--- src/adcs_cfg.svh ---
`ifndef ADCS_CFG_SVH
`define ADCS_CFG_SVH

// ==================================================
// Register byte offsets
`define ADCS_OFF_CTL0      8'h00
`define ADCS_OFF_CTL1      8'h04
`define ADCS_OFF_RESH      8'h08
`define ADCS_OFF_RESL      8'h0C
`define ADCS_OFF_STAT      8'h10
`define ADCS_OFF_PORT      8'h14

// ==================================================
// Field positions
`define ADCS_C0_ON         0
`define ADCS_C0_GO         2
`define ADCS_C0_CH_LSB     3
`define ADCS_C0_CS_LSB     6
`define ADCS_C1_PCFG_LSB   0
`define ADCS_C1_CS2        6
`define ADCS_C1_FMT        7
`define ADCS_ST_FLAG       0
`define ADCS_ST_EN         1

// ==================================================
// Timing in conversion-bit periods and clock codes
`define ADCS_CONV_TADS     4'h0C
`define ADCS_REC_TADS      4'h2
`define ADCS_RC_CODE       2'b11
`define ADCS_DIV_UNIT      7'h01

`endif

--- src/adcs_pkg.sv ---
package adcs_pkg;

    typedef enum logic [1:0] {
        ADCS_IDLE    = 2'b00,
        ADCS_CONV    = 2'b01,
        ADCS_RECOVER = 2'b10
    } adcs_state_type;

    typedef struct packed {
        logic        psel;
        logic        penable;
        logic        pwrite;
        logic [7:0]  paddr;
        logic [31:0] pwdata;
    } adcs_apb_req_type;

    typedef struct packed {
        logic [31:0] prdata;
        logic        pready;
        logic        pslverr;
    } adcs_apb_rsp_type;

endpackage

--- src/adcs_sequencer.sv ---
// The placing of the registers and register access over APB are this design's own decisions.
`timescale 1ns/1ps
`default_nettype none
`include "adcs_cfg.svh"

// Function
// - Power-on reset leaves both result registers untouched, contents undefined.
// - Two conversion-bit periods pass after completion before acquisition resumes.
// - A conversion lasts twelve conversion-bit periods from start to result.
// - Clock code picks 2,4,8,16,32,64 oscillator periods, or the RC clock.
// - Allowed device frequency scales with divider; RC source has no limit.
// - A pin driven as output converts its own digital level.
// - Channel and pin direction never block or alter sequencing.
// - Port readback shows zero on every analog-configured pin.
// - A digital-input pin is still converted when selected.
// - Clearing go mid-conversion aborts with no partial result written.
// - After abort, results keep the last completed or written value.
// - After abort, wait two bit periods, then acquisition restarts.
// - Ten-bit result lands left or right justified in the pair.
// - Six unused result bits load zero on every completed conversion.
// - Result registers are plain read/write bytes when not overwritten.
// - Starting a conversion releases the hold from the input.
// - Completion loads results, clears go and sets the done flag.
// - Format one right-justifies, zero left-justifies.
// - Reset turns the converter off and aborts any conversion.
// - Power bit switches converter; conversions start only while powered.
module adcs_sequencer
    import adcs_pkg::*;
(
    input  wire logic             pclk,
    input  wire logic             presetn,
    input  wire adcs_apb_req_type apb_req,
    output var  adcs_apb_rsp_type apb_rsp,
    input  wire logic             rc_clk,
    input  wire logic [9:0]       sar_code,
    input  wire logic [7:0]       pin_level,
    output logic                  sample_track,
    output logic                  converter_power_on,
    output logic [2:0]            channel_select,
    output logic                  conversion_done_irq_flag
);

    // ==================================================
    // State
    typedef struct packed {
        adcs_state_type state;
        logic           go;
        logic           on;
        logic           fmt;
        logic           irq_flag;
        logic           irq_en;
        logic [2:0]     clk_sel;
        logic [2:0]     chan;
        logic [3:0]     pcfg;
        logic [5:0]     div_cnt;
        logic [3:0]     tad_cnt;
        logic           rc_s1;
        logic           rc_s2;
        logic           rc_prev;
        logic [9:0]     code_s1;
        logic [9:0]     code_s2;
        logic [7:0]     pin_s1;
        logic [7:0]     pin_s2;
        logic [31:0]    prdata;
        logic           pslverr;
    } adcs_regs_type;

    adcs_regs_type q_reg;
    adcs_regs_type q_next;
    logic [7:0]    res_hi_reg;
    logic [7:0]    res_lo_reg;
    logic          setup;
    logic          access;
    logic          wr;
    logic          ctl0_wr;
    logic          tad_tick;
    logic          done;
    logic          abort;
    logic [6:0]    div_len;
    logic [7:0]    amask;
    logic [15:0]   justified;

    // Analog pins per port configuration; reference pins count as analog
    function automatic logic [7:0] analog_mask(input logic [3:0] cfg);
        logic [7:0] m;
        m = 8'h00;
        case (cfg)
            4'h0, 4'h1, 4'h8:        m = 8'hFF;
            4'h2, 4'h3, 4'hC:        m = 8'h1F;
            4'h4, 4'h5:              m = 8'h0B;
            4'h9, 4'hA, 4'hB:        m = 8'h3F;
            4'hD:                    m = 8'h0F;
            4'hE:                    m = 8'h01;
            4'hF:                    m = 8'h0D;
            default:                 m = 8'h00;
        endcase
        return m;
    endfunction

    // ==================================================
    // Bus decode and bit-period divider
    assign setup  = apb_req.psel && !apb_req.penable;
    assign access = apb_req.psel && apb_req.penable;
    assign wr     = access && apb_req.pwrite;
    assign amask  = analog_mask(q_reg.pcfg);

    // Code steps 2,4,8,.. as 2 to the power 1+2*low+high
    assign div_len = `ADCS_DIV_UNIT << (3'(1) + {q_reg.clk_sel[1:0], 1'b0}
                     + {2'b00, q_reg.clk_sel[2]});

    // RC edges only reach logic after the two-stage synchroniser
    assign tad_tick = (q_reg.clk_sel[1:0] == `ADCS_RC_CODE)
                    ? (q_reg.rc_s2 && !q_reg.rc_prev)
                    : (q_reg.div_cnt == 6'(div_len - `ADCS_DIV_UNIT));

    assign ctl0_wr = wr && (apb_req.paddr == `ADCS_OFF_CTL0);
    // A write clearing go or power in the last cycle wins over completion
    assign done  = (q_reg.state == ADCS_CONV) && q_reg.go && q_reg.on && tad_tick
                && (q_reg.tad_cnt == `ADCS_CONV_TADS - 4'h1)
                && !(ctl0_wr && !(apb_req.pwdata[`ADCS_C0_GO]
                                  && apb_req.pwdata[`ADCS_C0_ON]));
    assign abort = (q_reg.state == ADCS_CONV) && q_reg.on && ctl0_wr
                && apb_req.pwdata[`ADCS_C0_ON]
                && !apb_req.pwdata[`ADCS_C0_GO];

    // Right keeps upper six zero, left keeps lower six zero
    assign justified = q_reg.fmt ? {6'h00, q_reg.code_s2}
                                 : {q_reg.code_s2, 6'h00};

    // ==================================================
    // Next state
    always_comb begin
        q_next = q_reg;
        q_next.rc_s1   = rc_clk;
        q_next.rc_s2   = q_reg.rc_s1;
        q_next.rc_prev = q_reg.rc_s2;
        q_next.code_s1 = sar_code;
        q_next.code_s2 = q_reg.code_s1;
        q_next.pin_s1  = pin_level;
        q_next.pin_s2  = q_reg.pin_s1;

        if (setup) begin
            q_next.pslverr = 1'b0;
            case (apb_req.paddr)
                `ADCS_OFF_CTL0: q_next.prdata = {24'h00_0000, q_reg.clk_sel[1:0],
                                                 q_reg.chan, q_reg.go, 1'b0, q_reg.on};
                `ADCS_OFF_CTL1: q_next.prdata = {24'h00_0000, q_reg.fmt, q_reg.clk_sel[2],
                                                 2'b00, q_reg.pcfg};
                `ADCS_OFF_RESH: q_next.prdata = {24'h00_0000, res_hi_reg};
                `ADCS_OFF_RESL: q_next.prdata = {24'h00_0000, res_lo_reg};
                `ADCS_OFF_STAT: q_next.prdata = {30'h0000_0000, q_reg.irq_en,
                                                 q_reg.irq_flag};
                `ADCS_OFF_PORT: q_next.prdata = {24'h00_0000,
                                                 q_reg.pin_s2 & ~amask};
                default: begin
                    q_next.prdata  = 32'h0000_0000;
                    q_next.pslverr = 1'b1;
                end
            endcase
        end

        if (wr) begin
            case (apb_req.paddr)
                `ADCS_OFF_CTL0: begin
                    q_next.on = apb_req.pwdata[`ADCS_C0_ON];
                    q_next.chan = apb_req.pwdata[`ADCS_C0_CH_LSB +: 3];
                    q_next.clk_sel[1:0] = apb_req.pwdata[`ADCS_C0_CS_LSB +: 2];
                    // Go needs the converter already powered before this write
                    q_next.go = apb_req.pwdata[`ADCS_C0_GO] && q_reg.on
                             && apb_req.pwdata[`ADCS_C0_ON];
                end
                `ADCS_OFF_CTL1: begin
                    q_next.fmt        = apb_req.pwdata[`ADCS_C1_FMT];
                    q_next.clk_sel[2] = apb_req.pwdata[`ADCS_C1_CS2];
                    q_next.pcfg       = apb_req.pwdata[`ADCS_C1_PCFG_LSB +: 4];
                end
                `ADCS_OFF_STAT: begin
                    q_next.irq_flag = apb_req.pwdata[`ADCS_ST_FLAG];
                    q_next.irq_en   = apb_req.pwdata[`ADCS_ST_EN];
                end
                default: begin
                end
            endcase
        end

        if (q_reg.state == ADCS_IDLE) begin
            q_next.div_cnt = 6'h00;
        end else if (tad_tick) begin
            q_next.div_cnt = 6'h00;
        end else begin
            q_next.div_cnt = q_reg.div_cnt + 6'h01;
        end

        case (q_reg.state)
            ADCS_IDLE: begin
                // Channel and direction settings play no part here
                if (q_reg.go && q_reg.on) begin
                    q_next.state   = ADCS_CONV;
                    q_next.tad_cnt = 4'h0;
                end
            end
            ADCS_CONV: begin
                if (!q_next.on) begin
                    q_next.state = ADCS_IDLE;
                    q_next.go    = 1'b0;
                end else if (abort) begin
                    q_next.state   = ADCS_RECOVER;
                    q_next.tad_cnt = 4'h0;
                    // Restart divider so recovery is two whole periods; RC phase runs free
                    q_next.div_cnt = 6'h00;
                end else if (done) begin
                    q_next.state    = ADCS_RECOVER;
                    q_next.tad_cnt  = 4'h0;
                    q_next.go       = 1'b0;
                    q_next.irq_flag = 1'b1;
                end else if (tad_tick) begin
                    q_next.tad_cnt = q_reg.tad_cnt + 4'h1;
                end
            end
            ADCS_RECOVER: begin
                if (!q_next.on) begin
                    q_next.state = ADCS_IDLE;
                    q_next.go    = 1'b0;
                end else if (tad_tick) begin
                    if (q_reg.tad_cnt == `ADCS_REC_TADS - 4'h1) begin
                        q_next.state = ADCS_IDLE;
                    end else begin
                        q_next.tad_cnt = q_reg.tad_cnt + 4'h1;
                    end
                end
            end
            default: begin
                q_next.state = ADCS_IDLE;
            end
        endcase
    end

    // Reset forces everything off and drops any running conversion
    always_ff @(posedge pclk or negedge presetn) begin
        if (!presetn) begin
            q_reg <= '0;
        end else begin
            q_reg <= q_next;
        end
    end

    // ==================================================
    // Result pair; no reset so power-on leaves it as found
    // Completion wins over a software write in the same cycle
    always_ff @(posedge pclk) begin
        if (done) begin
            res_hi_reg <= justified[15:8];
            res_lo_reg <= justified[7:0];
        end else if (wr && apb_req.paddr == `ADCS_OFF_RESH) begin
            res_hi_reg <= apb_req.pwdata[7:0];
        end else if (wr && apb_req.paddr == `ADCS_OFF_RESL) begin
            res_lo_reg <= apb_req.pwdata[7:0];
        end
    end

    // ==================================================
    // Outputs
    // Code is taken as the front end delivers it, pin mode regardless
    assign sample_track = q_reg.on && (q_reg.state == ADCS_IDLE) && !q_reg.go;
    assign converter_power_on       = q_reg.on;
    assign channel_select           = q_reg.chan;
    assign conversion_done_irq_flag = q_reg.irq_flag;
    assign apb_rsp.prdata  = q_reg.prdata;
    assign apb_rsp.pready  = 1'b1;
    assign apb_rsp.pslverr = access && q_reg.pslverr;
endmodule

`default_nettype wire

--- config.mk ---
export PLATFORM = sky130hd
export DESIGN_NAME = adcs_sequencer
export DESIGN_NICKNAME = d
export VERILOG_FILES = /design/src/adcs_pkg.sv /design/src/adcs_sequencer.sv
export VERILOG_INCLUDE_DIRS = /design/src
export SDC_FILE = /design/constraint.sdc
export NUM_CORES = 1
export LEC_CHECK = 0
export BUFFER_PORTS_ARGS = -buffer_cell sky130_fd_sc_hd__buf_2
export CORE_MARGIN = 5
export CORE_UTILIZATION = 54
export DETAILED_ROUTE_END_ITERATION = 10
export PLACE_DENSITY = 0.81
export RECOVER_POWER = 25
export REMOVE_ABC_BUFFERS = 1
export SLEW_MARGIN = 40
export SYNTH_ARGS = -nofsm -noshare
export SYNTH_HDL_FRONTEND = slang
export SYNTH_SLANG_ARGS = --single-unit
--- constraint.sdc ---
create_clock -name pclk -period 4.6 [get_ports pclk]
set_clock_uncertainty 0.15 [all_clocks]
set_input_delay 0.46 -clock pclk [delete_from_list [all_inputs] [get_ports pclk]]
set_output_delay 0.46 -clock pclk [all_outputs]
set_load 0.01 [all_outputs]
==> flow_summary.toml <==
[status]
status = "complete, but fails checks"
violations = "capacitance limit, slew limit"

[finish]
fillers = 681
nNetsFinal = 507
largest_register_ffs = 42
syn2layout_area_growth_pct = 8.260
diodes = 0
layout-drive-gt1-share_pct = 22.68

[critical_path]
startpoint_type = "flip-flop"
critical_path_depth = 9
critPathBufInv = 1
critical-path-top-delay-family = "compound AO/OA/AOI/OAI gates"
r2r_cells = 9
required_ps = 4440
max_stage_delay_ps = 520
slowest_stage = "dfrtp_1"
worstPathArrival_ps = 3600
worstPathMaxFanout = 20
end_kind = "flip-flop"
path_cells = "or3_1 -> ha_1 -> nor4bb_1 -> a22oi_1 -> a211o_1 -> a21oi_1 -> o21bai_1 -> buf_4 -> o21ai_1"
worst-setup-path-type = "reg2reg"

[worst_hold_path]
hold_depth = 1
hold_path_class = "in2reg"

[floorplan]
fp.dieH_um = 100.5
dieArea_um2 = 10100
pin_count = 104
die_w_um = 100.5
coreArea_um2 = 8093
start_util_pct = 54.65
placementRows = 33

[sta]
finalSetupTns_ps = 0
setup_ws_ps = 838.0
finalHoldViolCount = 0
slew_headroom_pct = -25.46
worst_slew_pin_slew_ps = 1882
post-route-min-period_ps = 3762
fmax_mhz = 265.8
setup_viol = 0
rsz0062_at_grt = "no"
drv_slew = 34
period_share_pct = 81.78

[detailed_routing]
drt-total-wl_mm = 9.112
wl_met1_mm = 3.738
drt_iter0_drc = 156
vias = 3024
first_pass_iters = 4
via_per_inst = 5.538
dr_wl_met2_mm = 4.530
drc = 0
antenna_left = 0
dr.max_layer_used = "met4"
wire_per_inst_um = 16.69
wl_met3_um = 641

[clock_network]
root_buffer = "clkbuf_8"
cts_sinks = 91
path_clk_slew_ps = 90
tritoncts = "done"
insertion_delay_ps = 360
ctsResizeCount = 0
htree_levels = 3
cts-buffers-inserted = 9
cts_buffer_depth = 2

[power]
leakagePower_nw = 2.134
powerDensity_nw_per_um2 = 347.1
total_power_mw = 1.662
vdd_drop_max_mv = 0.1866

[synth]
synth_edf_count = 16
syn_avg_cell_area_um2 = 11.14
ys_seq_area_share_pct = 53.30
syn_inst = 397
synthDistinctLibCells = 68
yosysWarnings = 0
synthFlopType = "dfrtp_1"
netlist_area_um2 = 4423
async_flop_share_pct = 82.42
ys_ff_latch = 91

[job]
drv_cap = 1

[placement]
post-place-ws_ps = 917.3
gp_congestion = 0.8935
hpwl_mm = 6.729
port_buffers = 54

[grt]
antenna_found_initial = 0
grt_pass1_wl_mm = 14.53
grt_max_degree = 44
grt_pass1_vias = 2950
gr-total-overflow = 0
grt_usage_pct = 18.62
synthesized netlist by cell type (all sizes together), types with 4 or more instances:
cell / number / area share, %
dfrtp: 75 / 42
mux2i: 5 / 1.1
o21ai: 26 / 3.0
nand4: 5 / 0.71
ha: 7 / 2.0
mux4: 4 / 2.1
xnor2: 4 / 0.79
and3: 5 / 0.71
mux2: 12 / 3.1
nor2: 20 / 2.1
edfxtp: 16 / 11
nand2: 53 / 4.5
nor3: 4 / 0.45
clkbuf: 4 / 0.34
nand3: 12 / 1.5
inv: 9 / 0.76
buf: 48 / 7.9
a22o: 10 / 2.0
a21oi: 13 / 1.5
kinds of logic (layout without fill, tap and decap cells):
logic type      after synthesis  count (layout)  share of synthesized area, %
compound gates               78              78                         12.28
xor+xnor                      7               7                         1.386
fa+ha+maj                     7               7                         1.980
buf+inv                      61              82                         9.024
flops                        91              91                         53.30
mux                          21              21                         6.308
other cells                   2              25                        0.1698
simple gates                130             130                         15.56
power breakdown:
part           total (mW)  switching (mW)  internal (mW)
Sequential          0.882          0.0278          0.855
Combinational       0.225           0.137         0.0873
Clock               0.555           0.287          0.268
Total                1.66           0.452           1.21
worst paths after layout:
kind | start | end | slack (ps)
worst max-delay path | q_reg[90] | res_lo_reg[6] | 840
worst min-delay path | pin_level[1] | q_next[34] | 40
worst max register to register | q_reg[90] | res_lo_reg[6] | 840
worst min register to register | q_next[38] | q_reg[38] | 200
max in group asynchronous | presetn | q_reg[94] | 1930
min in group asynchronous | presetn | q_next[70] | 1000
per-stage QoR:
stage | hold WS, ps | util [%] | cell area, um^2 | std cells
floorplan | 14.41 | - | 4144 | 368
global placement | 183.4 | 56.35 | 4561 | 529
detailed placement | 184.7 | 56.35 | 4561 | 529
CTS | 31.51 | 58.98 | 4773 | 545
global route | 21.44 | 59.17 | 4788 | 546
finish | 43.54 | 59.17 | 4788 | 546
routing by layer:
metal | vias up | GRT usage (%)
met5 | - | 0
met4 | 0 | 8.601
met3 | 18 | 3.460
met2 | 110 | 30.33
met1 | 1461 | 24.24
li1 | 1435 | -
area by class of cell:
type | instances | area, um^2 | area share, %
multi-input combinational | 268 | 1759 | 36.74
clock inverter | 4 | 35.03 | 0.7316
tap | 105 | 131.4 | 2.744
timing repair buffer | 57 | 294.0 | 6.141
sequential | 91 | 2357 | 49.23
inverter | 9 | 33.78 | 0.7055
clock buffer | 12 | 177.7 | 3.710
repair_timing:
item | 4_1_cts | 5_1_grt
hold buffers | 0 | 1
buffers inserted | 0 | 0
hold endpoints to repair | 0 | 32
placed cells by master, fill, tap and decap left out, types with 9 or more instances in the layout:
| master | count |
|---|---|
| nor2_1 | 16 |
| nand3_1 | 11 |
| conb_1 | 25 |
| edfxtp_1 | 16 |
| o21ai_0 | 20 |
| a21oi_1 | 13 |
| dfrtp_1 | 75 |
| clkbuf_8 | 9 |
| buf_2 | 53 |
| nand2_1 | 53 |
| inv_1 | 9 |
| mux2_2 | 11 |
| a22o_1 | 10 |
Note: power is estimated with default switching activity, not from simulation.
